--- src/rtl/ress_pkg.sv ---
// Purpose: shared constants and types of the rail sequencer and status block
// Assumes: 200 MHz system clock, 32-bit AHB-Lite register bus
// Notes:   offsets are byte addresses of aligned words

package ress_pkg;

  // ---------------------------------------------------------------------
  // timing
  // ---------------------------------------------------------------------
  localparam int CLK_HZ          = 200_000_000;
  localparam int CHG_PWM_HZ      = 35_000;
  // nearest lower whole cycle count of one 35 kHz period
  localparam int CHG_PWM_CYC     = CLK_HZ / CHG_PWM_HZ;
  // pwm periods between swaps of the low and high duty
  localparam int CHG_ALT_PERIODS = 35;

  // ---------------------------------------------------------------------
  // rails
  // ---------------------------------------------------------------------
  localparam int         NUM_RAILS  = 3;
  localparam logic [1:0] RAIL_BUCK1 = 2'h0;
  localparam logic [1:0] RAIL_BUCK2 = 2'h1;
  localparam logic [1:0] RAIL_BB    = 2'h2;
  localparam logic [1:0] LAST_STEP  = 2'h2;

  // fixed 0.8 V servo point of the second buck, full-scale code
  localparam int         BUCK2_FB_MV   = 800;
  localparam logic [3:0] BUCK2_FB_CODE = 4'hF;

  // ---------------------------------------------------------------------
  // register map
  // ---------------------------------------------------------------------
  localparam logic [7:0] ADDR_CTRL     = 8'h00;
  localparam logic [7:0] ADDR_SETPT    = 8'h04;
  localparam logic [7:0] ADDR_STATUS   = 8'h08;
  localparam logic [7:0] ADDR_IRQ_STAT = 8'h0C;
  localparam logic [7:0] ADDR_IRQ_CLR  = 8'h10;
  localparam logic [7:0] ADDR_IRQ_EN   = 8'h14;

  localparam int CTRL_EN_LSB     = 0;
  localparam int CTRL_LIM_LSB    = 4;
  localparam int SETPT_BUCK1_LSB = 0;
  localparam int SETPT_BB_LSB    = 4;

  localparam logic [1:0] LIM_100MA   = 2'h0;
  localparam logic [1:0] LIM_500MA   = 2'h1;
  localparam logic [1:0] LIM_1A      = 2'h2;
  localparam logic [1:0] LIM_SUSPEND = 2'h3;

  localparam logic [2:0] CTRL_EN_RST  = 3'h0;
  localparam logic [1:0] CTRL_LIM_RST = LIM_100MA;
  localparam logic [7:0] SETPT_RST    = 8'hFF;

  localparam int IRQ_W          = 5;
  localparam int IRQ_SEQ_DONE   = 0;
  localparam int IRQ_PG_RISE    = 1;
  localparam int IRQ_PG_FALL    = 2;
  localparam int IRQ_TEMP_PAUSE = 3;
  localparam int IRQ_CHG_CHANGE = 4;

  // ---------------------------------------------------------------------
  // types
  // ---------------------------------------------------------------------
  typedef enum logic [1:0] {
    ORD_GND   = 2'h0,
    ORD_VOUT  = 2'h1,
    ORD_FLOAT = 2'h2
  } ress_order_t;

  typedef enum logic [2:0] {
    S_IDLE = 3'h1,
    S_WAIT = 3'h2,
    S_DONE = 3'h4
  } ress_seq_t;

  typedef enum logic [1:0] {
    CHG_OFF    = 2'h0,
    CHG_ON     = 2'h1,
    CHG_BADBAT = 2'h2,
    CHG_TEMP   = 2'h3
  } ress_chg_t;

  typedef struct packed {
    logic [7:0] dutyA;
    logic [7:0] dutyB;
  } ress_duty_t;

  typedef struct packed {
    logic [7:0] addr;
    logic       write;
    logic       valid;
  } ress_ahb_req_t;

  // duty in 1/256 of a period, indexed by ress_chg_t
  localparam ress_duty_t CHG_DUTY_TBL [4] = '{
    '{dutyA: 8'h00, dutyB: 8'h00},
    '{dutyA: 8'hFF, dutyB: 8'hFF},
    '{dutyA: 8'h20, dutyB: 8'hE0},
    '{dutyA: 8'h60, dutyB: 8'hA0}
  };

endpackage : ress_pkg

--- src/rtl/ress_sync.sv ---
// Purpose: two-stage synchroniser for pin inputs
// Assumes: inputs are asynchronous levels
// Notes:   first stage feeds only the second

`timescale 1ns/1ps
`default_nettype none

module ress_sync
  import ress_pkg::*;
#(
  parameter int Width = 1
) (
  input  wire logic             clk,
  input  wire logic             reset,
  input  wire logic [Width-1:0] asyncIn,
  output var  logic [Width-1:0] syncOut
);

  logic [Width-1:0] meta_q;

  always_ff @(posedge clk or posedge reset)
  begin
    if (reset)
    begin
      meta_q  <= '0;
      syncOut <= '0;
    end
    else
    begin
      meta_q  <= asyncIn;
      syncOut <= meta_q;
    end
  end

endmodule : ress_sync

`default_nettype wire

--- src/rtl/ress_chg_pwm.sv ---
// Purpose: 35 kHz pulse train for the charger state pin
// Assumes: duty values in 1/256 of a period
// Notes:   swaps between two duties every CHG_ALT_PERIODS periods

`timescale 1ns/1ps
`default_nettype none

module ress_chg_pwm
  import ress_pkg::*;
#(
  parameter int PeriodCyc = CHG_PWM_CYC
) (
  input  wire logic       clk,
  input  wire logic       reset,
  input  wire ress_duty_t duty,
  output var  logic       pullLow
);

  logic [15:0] cnt_q;
  logic [7:0]  alt_q;
  logic        phase_q;
  logic        wrap;
  logic [7:0]  dutySel;
  logic [31:0] thresh;

  assign wrap    = (cnt_q == 16'(PeriodCyc - 1));
  assign dutySel = phase_q ? duty.dutyB : duty.dutyA;
  // full-scale duty means always on, not 255/256
  assign thresh  = (dutySel == 8'hFF) ? 32'(PeriodCyc)
                 : (32'(PeriodCyc) * 32'(dutySel)) >> 8;

  always_ff @(posedge clk or posedge reset)
  begin
    if (reset)
    begin
      cnt_q   <= 16'h0000;
      alt_q   <= 8'h00;
      phase_q <= 1'b0;
      pullLow <= 1'b0;
    end
    else
    begin
      cnt_q   <= wrap ? 16'h0000 : cnt_q + 16'h0001;
      alt_q   <= !wrap ? alt_q
               : (alt_q == 8'(CHG_ALT_PERIODS - 1)) ? 8'h00
               : alt_q + 8'h01;
      phase_q <= phase_q ^ (wrap && alt_q == 8'(CHG_ALT_PERIODS - 1));
      pullLow <= (32'(cnt_q) < thresh);
    end
  end

  property p_period;
    @(posedge clk) disable iff (reset)
    wrap |=> cnt_q == 16'h0000;
  endproperty
  a_period: assert property (p_period)
    else $error("pwm period did not wrap to zero");

endmodule : ress_chg_pwm

`default_nettype wire

--- src/rtl/ress_top.sv ---
// Purpose: rail enable sequencer, set-point, power-good and charger status
// Assumes: 200 MHz clk; pin inputs asynchronous; AHB-Lite register slave
// Notes:   zero-wait-state slave, always OKAY
//
// The placing of the registers and the AHB-Lite interface to the registers were decided locally.

`timescale 1ns/1ps
`default_nettype none

// What this block does
// order pin low: buck one, then buck two, then buck-boost
// order pin high: buck one, then buck-boost, then buck two
// order pin floating: buck-boost, then buck one, then buck two
// enable-everything input is active high and starts the sequence
// software may enable each regulator on its own
// all-settled output only when every enabled regulator has settled
// buck one and buck-boost take one of sixteen software set-points
// buck two keeps a fixed 0.8 V set-point
// charger state is one of four: on, off, bad battery, temperature
// charger state pin is a 35 kHz train of two duties
// charging pauses while temperature is out of range, then resumes
// software picks the input current limit and the block applies it
// two limit bits; one code suspends the input switcher
// next rail starts once previous settles; dropping enable clears them
// charger state to duty pattern comes from a constant table
module ress_top
  import ress_pkg::*;
#(
  parameter int PwmPeriodCyc = CHG_PWM_CYC
) (
  input  wire logic                 clk,
  input  wire logic                 reset,
  input  wire logic                 hsel,
  input  wire logic [31:0]          haddr,
  input  wire logic [1:0]           htrans,
  input  wire logic                 hwrite,
  input  wire logic [2:0]           hsize,
  input  wire logic                 hready,
  input  wire logic [31:0]          hwdata,
  output var  logic [31:0]          hrdata,
  output logic                      hreadyout,
  output logic                      hresp,
  input  wire logic                 enableEverythingInput,
  input  wire logic                 orderSelectAtGround,
  input  wire logic                 orderSelectAtRail,
  input  wire logic [NUM_RAILS-1:0] railSettled,
  input  wire logic                 thermistorTooHot,
  input  wire logic                 thermistorTooCold,
  input  wire logic                 chargerActive,
  input  wire logic                 batteryUnresponsive,
  output logic [NUM_RAILS-1:0]      regEnable,
  output logic [3:0]                buckOneFeedback,
  output logic [3:0]                buckTwoFeedback,
  output logic [3:0]                buckBoostFeedback,
  output logic                      inputLimitSelectHigh,
  output logic                      inputLimitSelectLow,
  output logic                      switcherSuspend,
  output logic                      chargePause,
  output logic                      allRailsSettledOutput,
  output logic                      allRailsSettledOe,
  output logic                      chargerStateOutput,
  output logic                      chargerStateOe,
  output logic                      irq
);

  // ---------------------------------------------------------------------
  // pin synchronisers
  // ---------------------------------------------------------------------
  localparam int PinW = NUM_RAILS + 7;

  logic [PinW-1:0]      pinsS;
  logic                 enAllS;
  logic                 ordGndS;
  logic                 ordRailS;
  logic [NUM_RAILS-1:0] settledS;
  logic                 hotS;
  logic                 coldS;
  logic                 chgActS;
  logic                 badBatS;

  ress_sync #(
    .Width   (PinW)
  ) u_sync (
    .clk     (clk),
    .reset   (reset),
    .asyncIn ({enableEverythingInput, orderSelectAtGround,
               orderSelectAtRail, railSettled, thermistorTooHot,
               thermistorTooCold, chargerActive, batteryUnresponsive}),
    .syncOut (pinsS)
  );

  assign {enAllS, ordGndS, ordRailS, settledS, hotS, coldS, chgActS,
          badBatS} = pinsS;

  // ---------------------------------------------------------------------
  // register bus
  // ---------------------------------------------------------------------
  ress_ahb_req_t        req_q;
  logic [2:0]           ctrlEn_q;
  logic [1:0]           ctrlLim_q;
  logic [7:0]           setpt_q;
  logic [IRQ_W-1:0]     irqStat_q;
  logic [IRQ_W-1:0]     irqEn_q;
  logic [IRQ_W-1:0]     irqEvt;
  logic [IRQ_W-1:0]     irqClr;
  logic                 addrTake;
  logic                 wrPhase;
  logic [31:0]          rdMux;
  logic [31:0]          statusWord;

  assign addrTake  = hsel && htrans[1] && hready && (hsize == 3'h2);
  assign wrPhase   = req_q.valid && req_q.write;
  assign hreadyout = 1'b1;
  assign hresp     = 1'b0;
  assign irqClr    = (wrPhase && req_q.addr == ADDR_IRQ_CLR)
                   ? hwdata[IRQ_W-1:0] : '0;

  // read data is captured in the address phase, so status is one edge old
  assign rdMux =
      (haddr[7:0] == ADDR_CTRL)     ? {26'h0, ctrlLim_q, 1'b0, ctrlEn_q}
    : (haddr[7:0] == ADDR_SETPT)    ? {24'h0, setpt_q}
    : (haddr[7:0] == ADDR_STATUS)   ? statusWord
    : (haddr[7:0] == ADDR_IRQ_STAT) ? {27'h0, irqStat_q}
    : (haddr[7:0] == ADDR_IRQ_EN)   ? {27'h0, irqEn_q}
    : 32'h0000_0000;

  always_ff @(posedge clk or posedge reset)
  begin
    if (reset)
    begin
      req_q  <= '0;
      hrdata <= 32'h0000_0000;
    end
    else if (hready)
    begin
      req_q  <= '{addr: haddr[7:0], write: hwrite, valid: addrTake};
      hrdata <= (addrTake && !hwrite && haddr[31:8] == 24'h0)
              ? rdMux : 32'h0000_0000;
    end
  end

  always_ff @(posedge clk or posedge reset)
  begin
    if (reset)
    begin
      ctrlEn_q  <= CTRL_EN_RST;
      ctrlLim_q <= CTRL_LIM_RST;
      setpt_q   <= SETPT_RST;
      irqEn_q   <= '0;
    end
    else if (wrPhase)
    begin
      if (req_q.addr == ADDR_CTRL)
      begin
        ctrlEn_q  <= hwdata[CTRL_EN_LSB +: 3];
        ctrlLim_q <= hwdata[CTRL_LIM_LSB +: 2];
      end
      if (req_q.addr == ADDR_SETPT)
        setpt_q <= hwdata[7:0];
      if (req_q.addr == ADDR_IRQ_EN)
        irqEn_q <= hwdata[IRQ_W-1:0];
    end
  end

  // ---------------------------------------------------------------------
  // enable sequencer
  // ---------------------------------------------------------------------
  ress_seq_t            state_q;
  ress_order_t          ord_q;
  ress_order_t          ordPin;
  logic [1:0]           step_q;
  logic [NUM_RAILS-1:0] seqEn_q;
  logic [1:0]           curRail;
  logic                 stepDone;

  // rail brought up at a given step of a given order
  function automatic logic [1:0] railAt(ress_order_t o, logic [1:0] s);
    logic [1:0] r;
    r = RAIL_BUCK1;
    case (o)
      ORD_VOUT:  r = (s == 2'h0) ? RAIL_BUCK1
                   : (s == 2'h1) ? RAIL_BB : RAIL_BUCK2;
      ORD_FLOAT: r = (s == 2'h0) ? RAIL_BB
                   : (s == 2'h1) ? RAIL_BUCK1 : RAIL_BUCK2;
      default:   r = (s == 2'h0) ? RAIL_BUCK1
                   : (s == 2'h1) ? RAIL_BUCK2 : RAIL_BB;
    endcase
    return r;
  endfunction : railAt

  assign ordPin   = ordGndS ? ORD_GND : ordRailS ? ORD_VOUT : ORD_FLOAT;
  assign curRail  = railAt(ord_q, step_q);
  assign stepDone = settledS[curRail];

  always_ff @(posedge clk or posedge reset)
  begin
    if (reset)
    begin
      state_q <= S_IDLE;
      ord_q   <= ORD_GND;
      step_q  <= 2'h0;
      seqEn_q <= '0;
    end
    else
    begin
      case (state_q)
        S_IDLE:
          if (enAllS)
          begin
            state_q <= S_WAIT;
            ord_q   <= ordPin;
            step_q  <= 2'h0;
            seqEn_q <= NUM_RAILS'(1) << railAt(ordPin, 2'h0);
          end
        S_WAIT:
          if (!enAllS)
          begin
            state_q <= S_IDLE;
            seqEn_q <= '0;
          end
          else if (stepDone && step_q == LAST_STEP)
            state_q <= S_DONE;
          else if (stepDone)
          begin
            step_q  <= step_q + 2'h1;
            seqEn_q <= seqEn_q
                     | (NUM_RAILS'(1) << railAt(ord_q, step_q + 2'h1));
          end
        S_DONE:
          if (!enAllS)
          begin
            state_q <= S_IDLE;
            seqEn_q <= '0;
          end
        default:
        begin
          state_q <= S_IDLE;
          seqEn_q <= '0;
        end
      endcase
    end
  end

  assign regEnable = seqEn_q | ctrlEn_q;

  // ---------------------------------------------------------------------
  // power good, set-points, input limit
  // ---------------------------------------------------------------------
  logic pg_q;
  logic pgNow;

  // held low mid-sequence so it can serve as a processor reset
  assign pgNow = (regEnable != '0) && (state_q != S_WAIT)
              && ((regEnable & ~settledS) == '0);

  always_ff @(posedge clk or posedge reset)
  begin
    if (reset)
      pg_q <= 1'b0;
    else
      pg_q <= pgNow;
  end

  assign allRailsSettledOutput = 1'b0;
  assign allRailsSettledOe     = !pg_q;
  assign buckOneFeedback       = setpt_q[SETPT_BUCK1_LSB +: 4];
  assign buckBoostFeedback     = setpt_q[SETPT_BB_LSB +: 4];
  assign buckTwoFeedback       = BUCK2_FB_CODE;
  assign inputLimitSelectHigh  = ctrlLim_q[1];
  assign inputLimitSelectLow   = ctrlLim_q[0];
  assign switcherSuspend       = (ctrlLim_q == LIM_SUSPEND);

  // ---------------------------------------------------------------------
  // charger status
  // ---------------------------------------------------------------------
  ress_chg_t chg_q;
  ress_chg_t chgNow;
  logic      tempOut;
  logic      pwmLow;

  assign tempOut = hotS || coldS;
  assign chgNow  = tempOut ? CHG_TEMP
                 : badBatS ? CHG_BADBAT
                 : chgActS ? CHG_ON : CHG_OFF;

  always_ff @(posedge clk or posedge reset)
  begin
    if (reset)
    begin
      chg_q       <= CHG_OFF;
      chargePause <= 1'b0;
    end
    else
    begin
      chg_q       <= chgNow;
      chargePause <= tempOut;
    end
  end

  ress_chg_pwm #(
    .PeriodCyc (PwmPeriodCyc)
  ) u_pwm (
    .clk       (clk),
    .reset     (reset),
    .duty      (CHG_DUTY_TBL[chg_q]),
    .pullLow   (pwmLow)
  );

  assign chargerStateOutput = 1'b0;
  assign chargerStateOe     = pwmLow;

  // ---------------------------------------------------------------------
  // interrupts and status word
  // ---------------------------------------------------------------------
  assign irqEvt[IRQ_SEQ_DONE]   = (state_q == S_WAIT) && enAllS && stepDone
                                && (step_q == LAST_STEP);
  assign irqEvt[IRQ_PG_RISE]    = pgNow && !pg_q;
  assign irqEvt[IRQ_PG_FALL]    = !pgNow && pg_q;
  assign irqEvt[IRQ_TEMP_PAUSE] = tempOut && !chargePause;
  assign irqEvt[IRQ_CHG_CHANGE] = (chgNow != chg_q);

  // a new event beats a clear in the same cycle
  always_ff @(posedge clk or posedge reset)
  begin
    if (reset)
      irqStat_q <= '0;
    else
      irqStat_q <= (irqStat_q & ~irqClr) | irqEvt;
  end

  assign irq = |(irqStat_q & irqEn_q);

  assign statusWord = {14'h0, chg_q, chargePause, pg_q, 1'b0, state_q,
                       ord_q, step_q, settledS, regEnable};

  // ---------------------------------------------------------------------
  // checks
  // ---------------------------------------------------------------------
  property p_order_gnd;
    @(posedge clk) disable iff (reset)
    (state_q == S_WAIT && ord_q == ORD_GND && step_q == 2'h1)
      |-> seqEn_q == 3'h3;
  endproperty
  a_order_gnd: assert property (p_order_gnd)
    else $error("low order pin gave wrong second rail");

  property p_order_vout;
    @(posedge clk) disable iff (reset)
    (state_q == S_WAIT && ord_q == ORD_VOUT && step_q == 2'h1)
      |-> seqEn_q == 3'h5;
  endproperty
  a_order_vout: assert property (p_order_vout)
    else $error("high order pin gave wrong second rail");

  property p_order_float;
    @(posedge clk) disable iff (reset)
    (state_q == S_WAIT && ord_q == ORD_FLOAT && step_q == 2'h0)
      |-> seqEn_q == 3'h4;
  endproperty
  a_order_float: assert property (p_order_float)
    else $error("floating order pin did not start buck-boost");

  property p_start;
    @(posedge clk) disable iff (reset)
    (state_q == S_IDLE && enAllS) |=> (state_q == S_WAIT)
      ##0 $countones(seqEn_q) == 1;
  endproperty
  a_start: assert property (p_start)
    else $error("enable did not start the sequence");

  property p_drop;
    @(posedge clk) disable iff (reset)
    (state_q != S_IDLE && !enAllS) |=> seqEn_q == '0;
  endproperty
  a_drop: assert property (p_drop)
    else $error("sequenced rails stayed on after enable dropped");

  property p_pg;
    @(posedge clk) disable iff (reset)
    !allRailsSettledOe |-> $past((regEnable & ~settledS) == '0);
  endproperty
  a_pg: assert property (p_pg)
    else $error("all-settled asserted with an unsettled rail");

  property p_setpt;
    @(posedge clk) disable iff (reset)
    (wrPhase && req_q.addr == ADDR_SETPT)
      |=> buckOneFeedback == $past(hwdata[3:0]);
  endproperty
  a_setpt: assert property (p_setpt)
    else $error("buck one set-point not taken");

  property p_fixed;
    @(posedge clk) disable iff (reset)
    buckTwoFeedback == BUCK2_FB_CODE;
  endproperty
  a_fixed: assert property (p_fixed)
    else $error("buck two set-point moved");

  property p_pause;
    @(posedge clk) disable iff (reset)
    tempOut |=> chargePause && chg_q == CHG_TEMP;
  endproperty
  a_pause: assert property (p_pause)
    else $error("charging not paused on bad temperature");

  c_done: cover property (@(posedge clk) disable iff (reset)
    irqEvt[IRQ_SEQ_DONE]);
  c_float: cover property (@(posedge clk) disable iff (reset)
    state_q == S_DONE && ord_q == ORD_FLOAT);
  c_pg: cover property (@(posedge clk) disable iff (reset)
    $fell(allRailsSettledOe));

endmodule : ress_top

`default_nettype wire

--- config.mk ---
export PLATFORM = sky130hd
export DESIGN_NAME = ress_top
export DESIGN_NICKNAME = d
export VERILOG_FILES = /design/src/rtl/ress_pkg.sv /design/src/rtl/ress_sync.sv /design/src/rtl/ress_chg_pwm.sv /design/src/rtl/ress_top.sv
export SDC_FILE = /design/constraint.sdc
export NUM_CORES = 1
export LEC_CHECK = 0
export BUFFER_PORTS_ARGS = -buffer_cell sky130_fd_sc_hd__buf_2
export CAP_MARGIN = 20
export CORE_ASPECT_RATIO = 1.75
export CORE_MARGIN = 2
export CORE_UTILIZATION = 30
export DETAILED_ROUTE_END_ITERATION = 10
export SLEW_MARGIN = 20
export SYNTH_ARGS = -nofsm -noshare
export SYNTH_HDL_FRONTEND = slang
export SYNTH_SLANG_ARGS = --single-unit
--- constraint.sdc ---
create_clock -name clk -period 4.8 [get_ports clk]
set_clock_uncertainty 0.15 [all_clocks]
set_input_delay 0.96 -clock clk [delete_from_list [all_inputs] [get_ports clk]]
set_output_delay 0.96 -clock clk [all_outputs]
set_load 0.005 [all_outputs]
==> results of run 1 <==
## state kept, by name (all words and copies together) (netlist names), 2 cells and up
name	flops
req_q	10
step_q	2
hrdata	17
u_pwm.alt_q	8
chg_q	2
ord_q	2
irqEn_q	5
state_q	3
u_pwm.cnt_q	16
ctrlLim_q	2
seqEn_q	3
irqStat_q	5
ctrlEn_q	3
setpt_q	8
u_sync.syncOut	10
u_sync.meta_q	10
## cells by family after synthesis
family          count (synthesis)
simple gates                  209
xor+xnor                       28
compound gates                149
other cells                     2
buf+inv                        77
flops                         110
mux                            30
fa+ha+maj                      60
## per-stage QoR
stage | setup WS (ns) | utilization | area, um2 | total power [uW] | std cells
2_1_floorplan | 0.007784 | - | 6700 | 1336 | 686
3_3_place_gp | 0.1206 | 0.3461 | 7472 | 1466 | 1056
3_5_place_dp | 0.05724 | 0.3461 | 7472 | 1474 | 1056
4_1_cts | 0.02885 | 0.3590 | 7749 | 2184 | 1072
5_1_grt | 0.02715 | 0.3624 | 7823 | 2291 | 1074
6_report | 0.2700 | 0.3624 | 7823 | 2177 | 1074
## worst max path at each step
stage / start / to / slack [ns] / depth (start not counted)
after CTS: chg_q[0] / u_pwm.pullLow / 0.03 / 22
after global placement: chg_q[0] / u_pwm.pullLow / 0.12 / 22
after global routing: chg_q[1] / u_pwm.pullLow / 0.03 / 22
after detailed placement: chg_q[0] / u_pwm.pullLow / 0.06 / 22
after floorplan: chg_q[1] / u_pwm.pullLow / 0.008 / 24
final: chg_q[1] / u_pwm.pullLow / 0.27 / 22
## power by group
group	total [uW]	internal, uW	switching (uW)
clock	708	367	341
combinational	455	194	261
sequential	1010	973	40.4
## Yosys cell counts, drive strengths merged, types with 12 or more instances
library cell	count
xor2	13
dfrtp	101
nor2	45
nand2	53
ha	58
buf	28
inv	37
xnor2	15
a22o	12
nand3	26
mux2	27
nor3	16
a21oi	26
o21ai	36
## routing by layer
layer / track usage / routed length [um] / up-vias
met1: 0.1492 / 6065 / 2590
met4: 0.05400 / 420 / 0
met3: 0.01963 / 637 / 27
met2: 0.2820 / 9346 / 140
met5: 0 / 0 / -
li1: - / - / 2557
## worst reg2reg max path: cells and delay by family (launching register included)
kind | cells | cell delay, ns
AO/OA/AOI/OAI | 8 | 1.05
AND/OR/NAND/NOR | 4 | 0.72
flip-flops | 1 | 0.36
buffers and inverters | 4 | 0.30
adder cells (fa/ha/maj) | 5 | 1.57
multiplexers | 1 | 0.30
## repair_timing
action	4_1_cts	5_1_grt
setup endpoints to repair	0	1
setup buffers	0	2
hold endpoints to repair	0	0
gates resized for setup	0	11
## cell type report
type	instances	share of cell area
timing repair buffer	118	0.08397
clock inverter	5	0.004319
inverter	39	0.01935
tap	292	0.04671
multi-input combinational	499	0.4613
clock buffer	11	0.03103
sequential	110	0.3533
==> summary.md, run 1 <==
In this run the critical register-to-register path is launched from chg_q[1]. The worst register-to-register path ends at u_pwm.pullLow. The logs give 3 for the number of H-tree levels and 0 ns for the summed negative setup slack over all endpoints. The area growth from synthesis to layout works out to 18.14%. STA classifies the critical path startpoint as a flip-flop. Counting instances, the worst hold path has a depth of 0. The type of the worst setup path was flip-flop to flip-flop. The critical path contains buffers and inverters numbering 4 combined.

For this run, the detailed router's first-pass iteration total came to 6. The final wirelength is 16470 um, and the share of layout cells above drive strength 1 is 0.2494. The tree built by TritonCTS fans out to 110 sinks. For the post-synthesis sequential area ratio, the log shows 0.4174. The run gives 0.36 ns as the later-pin clock latency in the skew report. Of all cell types, the one taking the most synthesized area is sky130_fd_sc_hd__dfrtp_1. The simple-gate share of the synthesized area came out at 0.1644.

The number of global-route vias before repair came out at 5333. TritonCTS built the clock tree. Counting the fill cells in the layout gives 2206. STA classifies the critical path endpoint as a flip-flop.

The number of antenna-violating nets in the routed design is 0, and the number of cells on the worst reg-to-reg path is 22. Hold is met by 0.1997 ns. Summing all multi-input logic gate instances after layout gives 3608 um2. For this design the top-level I/O count stands at 142. The number of enable flip-flop cells after synthesis came out at 0. Fraction of registers with async set/reset: 1.000. The global-route usage over all layers came out at 0.1442.

The cell row count was 71; the initial antenna violation count was 0. The average routed wire per standard cell is 15.33 um. Synthesis produced a netlist whose cell count is 665.

The dominant cell type by count on the critical path was sky130_fd_sc_hd__ha_1. The per-cell via count in the routed design came out at 4.948. The analysis attributes to cell leakage a power of 0.003720 uW.

The max-slew violation count came out at 0. For this run the aggregate overflow at the end of global routing stands at 0. The floorplan step set the die height to 200.5 um. The Yosys step of the flow raised 0 warnings. Counting I/O delays and the setup requirement, the final critical path takes 4.530 ns. The compound-gate portion of the synthesized area was 0.1542. After clock tree synthesis, the clock-pin slew on the worst setup and hold paths is 0.08 ns.

Traced cell by cell, the critical path runs through buf_6 -> mux2i_4 -> inv_4 -> ha_1 -> inv_1 -> fa_1 -> inv_1 -> ha_1 -> ha_4 -> and3_1 -> o2111ai_2 -> a31oi_1 -> or3_4 -> nand4_1 -> o211ai_1 -> ha_1 -> a21o_1 -> a21oi_1 -> nor2b_1 -> o21ai_0 -> o2111ai_1 -> a21oi_1. The count of port buffers added during placement is 93, and the total of endpoints with negative setup slack in the final report is 0. Data arrives at the worst endpoint at 4.67 ns. At the end of routability-driven placement, the weighted congestion stood at 0.8635. The worst-case IR drop observed on VDD is 0.2048 mV.

The number of remaining DRC errors was 0. After synthesis, the cell types taking the most area are sky130_fd_sc_hd__dfrtp_1 38%, sky130_fd_sc_hd__ha_1 11%, sky130_fd_sc_hd__mux2_2 4.6%. Setup slack on the worst reg-to-reg path comes out at 0.27 ns.

The logs give 0.3067 for the effective utilization at floorplan and 12990 um for the half-perimeter wire length after detailed placement. The final route contains 5314 vias. The area share of fa/ha/maj cells after synthesis is 0.1156.

The flip-flop cell with the highest count after synthesis is sky130_fd_sc_hd__dfrtp_1. Synthesis inferred 110 register bits. The die width is 116.3 um, and the number of DRC markers in iteration 0 is 131.

Grouping stages by cell kind, the critical path spends the most delay in adder cells. The multiplexer area fraction after synthesis is 0.05234. Clock tree synthesis inserted a total of 9 buffers. The actual transition at the worst max-transition pin is 1.014 ns. The largest incremental delay on the critical path is 0.49 ns. The flow ran to the end, and the final reports show no timing, DRC or antenna violations. The number of antenna diodes in the final layout is 0. The worst slew margin relative to its limit was 0.3186. The tool flagged a number of max-cap violations equal to 0. The logs give 0 for the number of buffers inserted for hold repair after clock tree synthesis and 6621 um2 for the netlist area before placement. The top cell types in the final layout, fill and taps aside, are 101 x sky130_fd_sc_hd__dfrtp_1, 93 x sky130_fd_sc_hd__buf_2, 55 x sky130_fd_sc_hd__ha_1, 52 x sky130_fd_sc_hd__nand2_1, 44 x sky130_fd_sc_hd__nor2_1. For hold timing, the worst endpoint is u_sync.syncOut[8]. At the worst endpoint, the required time is 4.94 ns. The die covers 23320 um2. The tightest min-delay check is of the flip-flop to flip-flop type.

For this run, the post-layout net count is 921. The most common cell after layout, fill and taps aside was sky130_fd_sc_hd__dfrtp_1. Entering global routing, the biggest net connects 69 pins.

By area, the combinational part of the netlist is dominated by simple AND/OR/NAND/NOR gates. The cell sitting at the root of the clock tree is a sky130_fd_sc_hd__clkbuf_16. The clock passes through at most 2 buffers.

The netlist uses 73 different library cells. The area occupied by registers is 2764 um2. The final clock period utilization by the worst path is 0.9438, and the first-pass GRT wire length is 26500 um. Along the worst path, the maximum fanout reaches 10. For the core area, the log shows 21590 um2.

The slowest stage of the critical path belongs to the cell sky130_fd_sc_hd__fa_1. The fraction of synthesized cell area taken by the top area cell type is 0.3817. Setup repair after global routing left no endpoint under its margin. The power density relative to cell area was 278.3 nW/um2; the maximum operating frequency was 220.8 MHz.

Start point of the worst hold path: u_sync.meta_q[8]. After synthesis, the mean cell area works out to 9.957 um2. The final count of hold timing violations is 0.

Parity-gate share of the synthesized area counting xor and xnor cells: 0.03704.
No activity file was read; power rests on OpenSTA's default activity.
==> run 2: changes to the inputs <==
- CELL_PAD_IN_SITES_DETAIL_PLACEMENT: unset -> 1
- CELL_PAD_IN_SITES_GLOBAL_PLACEMENT: unset -> 2
- PLACE_DENSITY_LB_ADDON: unset -> 0.1
==> run 2 against run 1 <==
  * Cell area up 1.2%
  * First-iteration DRC count down 0.76%
  * Sequential power about the same
  * Global-route usage up 2.9 points
  * Worst setup slack worse by 0.021 ns
  * Non-clock buffer count up 4
  * Power up 1.2%
  * Sequential share of layout area down 0.42 points
  * Sequential cell count unchanged
  * Clock power up 0.8%
  * Largest cell class unchanged
  * Largest power group unchanged
==> summary.md, run 2 (synthesis gave the netlist of run 1 again) <==
The setup slack of the critical path after layout is 0.2491 ns (-0.02091 ns). Among all stages on the critical path, the largest delay is contributed by sky130_fd_sc_hd__fa_1. The maximum number of pins on one net before global-route repair was 50 (-28%); the flip-flop count of the largest register, all copies and words added was 17 (unchanged). STA classifies the critical path endpoint as a flip-flop. The average routed wire per standard cell came out at 17.99 um (+17%). The worst slew margin relative to its limit was 0.3079 (-0.01063). The power density relative to cell area was 278.4 nW/um2 (about the same); the number of ports placed on the die boundary was 142 (unchanged).

The share of layout cells above drive strength 1 was 0.2659 (+0.01654); the actual transition at the worst max-transition pin was 1.030 ns (+0.01582 ns). The number of antenna-violating nets in the routed design was 0 (unchanged); the effective utilization at floorplan was 0.3067 (unchanged). The run gives 0 (unchanged) as the total of max-cap violations. Worst-path maximum fanout: 4 (-6).

The final clock period utilization by the worst path is 0.9481 (+0.004357), and the number of fill cells in the layout is 2516 (+14%). The logs give 4.94 ns (about the same) for the required time of the worst setup path and 0.1606 mV (-22%) for the worst voltage drop across the vdd grid. Number of buffers created by CTS: 9 (unchanged). The cell row count came out at 71 (unchanged). For the maximum clock insertion buffer count, the log shows 2 (unchanged).

In the final layout, the registers with the most flip-flops are hrdata (17), u_pwm.cnt_q (16). The first-pass GRT wire length is 31540 um (+19%). The worst setup path is of the flip-flop to flip-flop kind. The via total after detailed routing was 5353 (+0.73%); the placed instance area was 7472 um2 (unchanged). From synthesis to final layout, the design area changed by 19.58%. STA classifies the critical path startpoint as a flip-flop.

The per-cell via count in the routed design was 4.961 (+0.27%); the leakage power summed over all cells was 0.003743 uW (+0.62%). Most common cell after layout, fill and taps aside: sky130_fd_sc_hd__dfrtp_1. The tools report the initial antenna violation count as 1 (+1). Max-slew violation count: 0 (unchanged).

The run gives 0.1732 (+0.02897) as the global-route usage over all layers. The dominant cell type by count on the critical path was sky130_fd_sc_hd__buf_4. The logs give 7918 um2 (+1.2%) for the summed area of non-filler cells in the final layout and 0.2017 ns (+0.001954 ns) for the worst hold margin. The die span in y came out at 200.5 um (unchanged).

The register containing the most flip-flops in the final layout is hrdata. The number of DRC markers in iteration 0 was 130 (-0.76%); the number of global-route vias before repair was 5947 (+12%). The final wirelength came out at 19410 um (+18%). The number of H-tree levels was 3 (unchanged). For the core area, the log shows 21590 um2 (unchanged). The tools report the later-pin clock latency in the skew report as 0.36 ns (about the same). For the maximum operating frequency, the log shows 219.7 MHz (-0.46%). TritonCTS built the clock tree. The overall die area was 23320 um2 (unchanged).

The flow ran to the end, and the final reports show no timing, DRC or antenna violations. The top cell types in the final layout, fill and taps aside, are 101 x sky130_fd_sc_hd__dfrtp_1, 93 x sky130_fd_sc_hd__buf_2, 53 x sky130_fd_sc_hd__nand2_1, 53 x sky130_fd_sc_hd__ha_1, 44 x sky130_fd_sc_hd__nor2_1. The count of port buffers added during placement is 93 (unchanged), and the half-perimeter wire length after detailed placement is 15480 um (+19%). CTS placed an instance of sky130_fd_sc_hd__clkbuf_16 at the clock tree root. The arrival time reported for the critical path endpoint came out at 4.70 ns (+0.03 ns). The total of endpoints with negative setup slack in the final report is 0 (unchanged), and the minimum period implied by the final worst setup slack is 4.551 ns (+0.02091 ns). The net count reported at finish is 925 (+0.43%), and the largest incremental delay on the critical path is 0.51 ns (+0.02 ns).

The die width came out at 116.3 um (unchanged). Grouping stages by cell kind, the critical path spends the most delay in adder cells. The overflow left after global routing is 0 (unchanged), and the last weighted congestion value of the routability-driven placer is 0.8054 (-6.7%).

For the final count of hold timing violations, the log shows 0 (unchanged). The CTS sink count was 110 (unchanged). The tightest min-delay check is of the flip-flop to flip-flop type.

The tools report the number of detailed-routing iterations run before antenna repair as 4 (-2). The clock transition at the registers of the reported paths is 0.08 ns (about the same). The critical path buffer and inverter count came out at 9 (+5). The worst setup slack after placement came out at -0.03030 ns (-0.08755 ns). The logs give 0 (unchanged) for the number of remaining DRC errors and 2204 uW (+1.2%) for the overall power after layout.
-- run 2: final timing paths --
path	from	to	slack (ns)	cells past startpoint
setup reg to reg	chg_q[1]	u_pwm.pullLow	0.25	25
setup / recovery	chg_q[1]	u_pwm.pullLow	0.25	25
hold / removal	u_sync.meta_q[5]	u_sync.syncOut[5]	0.20	0
min in group asynchronous	reset	state_q[2]	0.55	2
max in group asynchronous	reset	setpt_q[7]	3.04	3
hold reg to reg	u_sync.meta_q[5]	u_sync.syncOut[5]	0.20	0
-- run 2: stage by stage --
stage	TNS, ns	instances	utilization
2_1_floorplan	0	686	-
3_3_place_gp	0	1056	0.3461
5_1_grt	-0.01298	1079	0.3668
4_1_cts	0	1077	0.3612
6_report	0	1079	0.3668
3_5_place_dp	-0.03030	1056	0.3461
-- run 2: layout make-up --
type / count / area, um2 / share of cell area
timing repair buffer: 122 / 686.9 / 0.08676
clock inverter: 5 / 37.54 / 0.004741
clock buffer: 11 / 232.7 / 0.02939
inverter: 39 / 151.4 / 0.01912
antenna: 1 / 2.502 / 0.0003161
tap: 292 / 365.4 / 0.04614
multi-input combinational: 499 / 3677 / 0.4644
sequential: 110 / 2764 / 0.3491
-- run 2: timing repair --
item | CTS | global route
pin swaps | 1 | 6
gates resized for setup | 2 | 22
endpoints found under the setup margin | 1 | 1
buffers inserted | 5 | 1
hold buffers | 0 | 0
-- run 2: where the power goes --
| part | switching [uW] | total (uW) | leakage, uW | internal (uW) |
|---|---|---|---|---|
| Clock | 359 | 714 | 0.000126 | 355 |
| Combinational | 273 | 472 | 0.00225 | 199 |
| Sequential | 45.1 | 1020 | 0.00137 | 973 |
-- run 2: per-layer routing --
| layer | GRT usage | wire length [um] |
|---|---|---|
| met5 | 0 | 0 |
| met4 | 0.06718 | 548 |
| met3 | 0.01932 | 370 |
| met2 | 0.3362 | 11350 |
| met1 | 0.1831 | 7146 |
-- run 2: worst register-to-register path, stage by stage, from the launching register on --
cell,delay [ns]
sky130_fd_sc_hd__dfrtp_1,0.40
sky130_fd_sc_hd__inv_1,0.09
sky130_fd_sc_hd__ha_1,0.23
sky130_fd_sc_hd__nand2_1,0.07
sky130_fd_sc_hd__o21ai_1,0.08
sky130_fd_sc_hd__ha_1,0.32
sky130_fd_sc_hd__inv_1,0.06
sky130_fd_sc_hd__fa_1,0.51
sky130_fd_sc_hd__inv_1,0.07
sky130_fd_sc_hd__ha_4,0.24
sky130_fd_sc_hd__ha_4,0.27
sky130_fd_sc_hd__and3_1,0.14
sky130_fd_sc_hd__o211ai_1,0.13
sky130_fd_sc_hd__buf_4,0.16
sky130_fd_sc_hd__buf_4,0.12
sky130_fd_sc_hd__buf_4,0.12
sky130_fd_sc_hd__buf_4,0.13
sky130_fd_sc_hd__buf_4,0.12
sky130_fd_sc_hd__buf_4,0.13
sky130_fd_sc_hd__a21oi_2,0.14
sky130_fd_sc_hd__o21ai_2,0.07
sky130_fd_sc_hd__ha_1,0.19
sky130_fd_sc_hd__a21o_1,0.16
sky130_fd_sc_hd__a21oi_2,0.14
sky130_fd_sc_hd__o2111ai_2,0.15
sky130_fd_sc_hd__a21oi_2,0.14
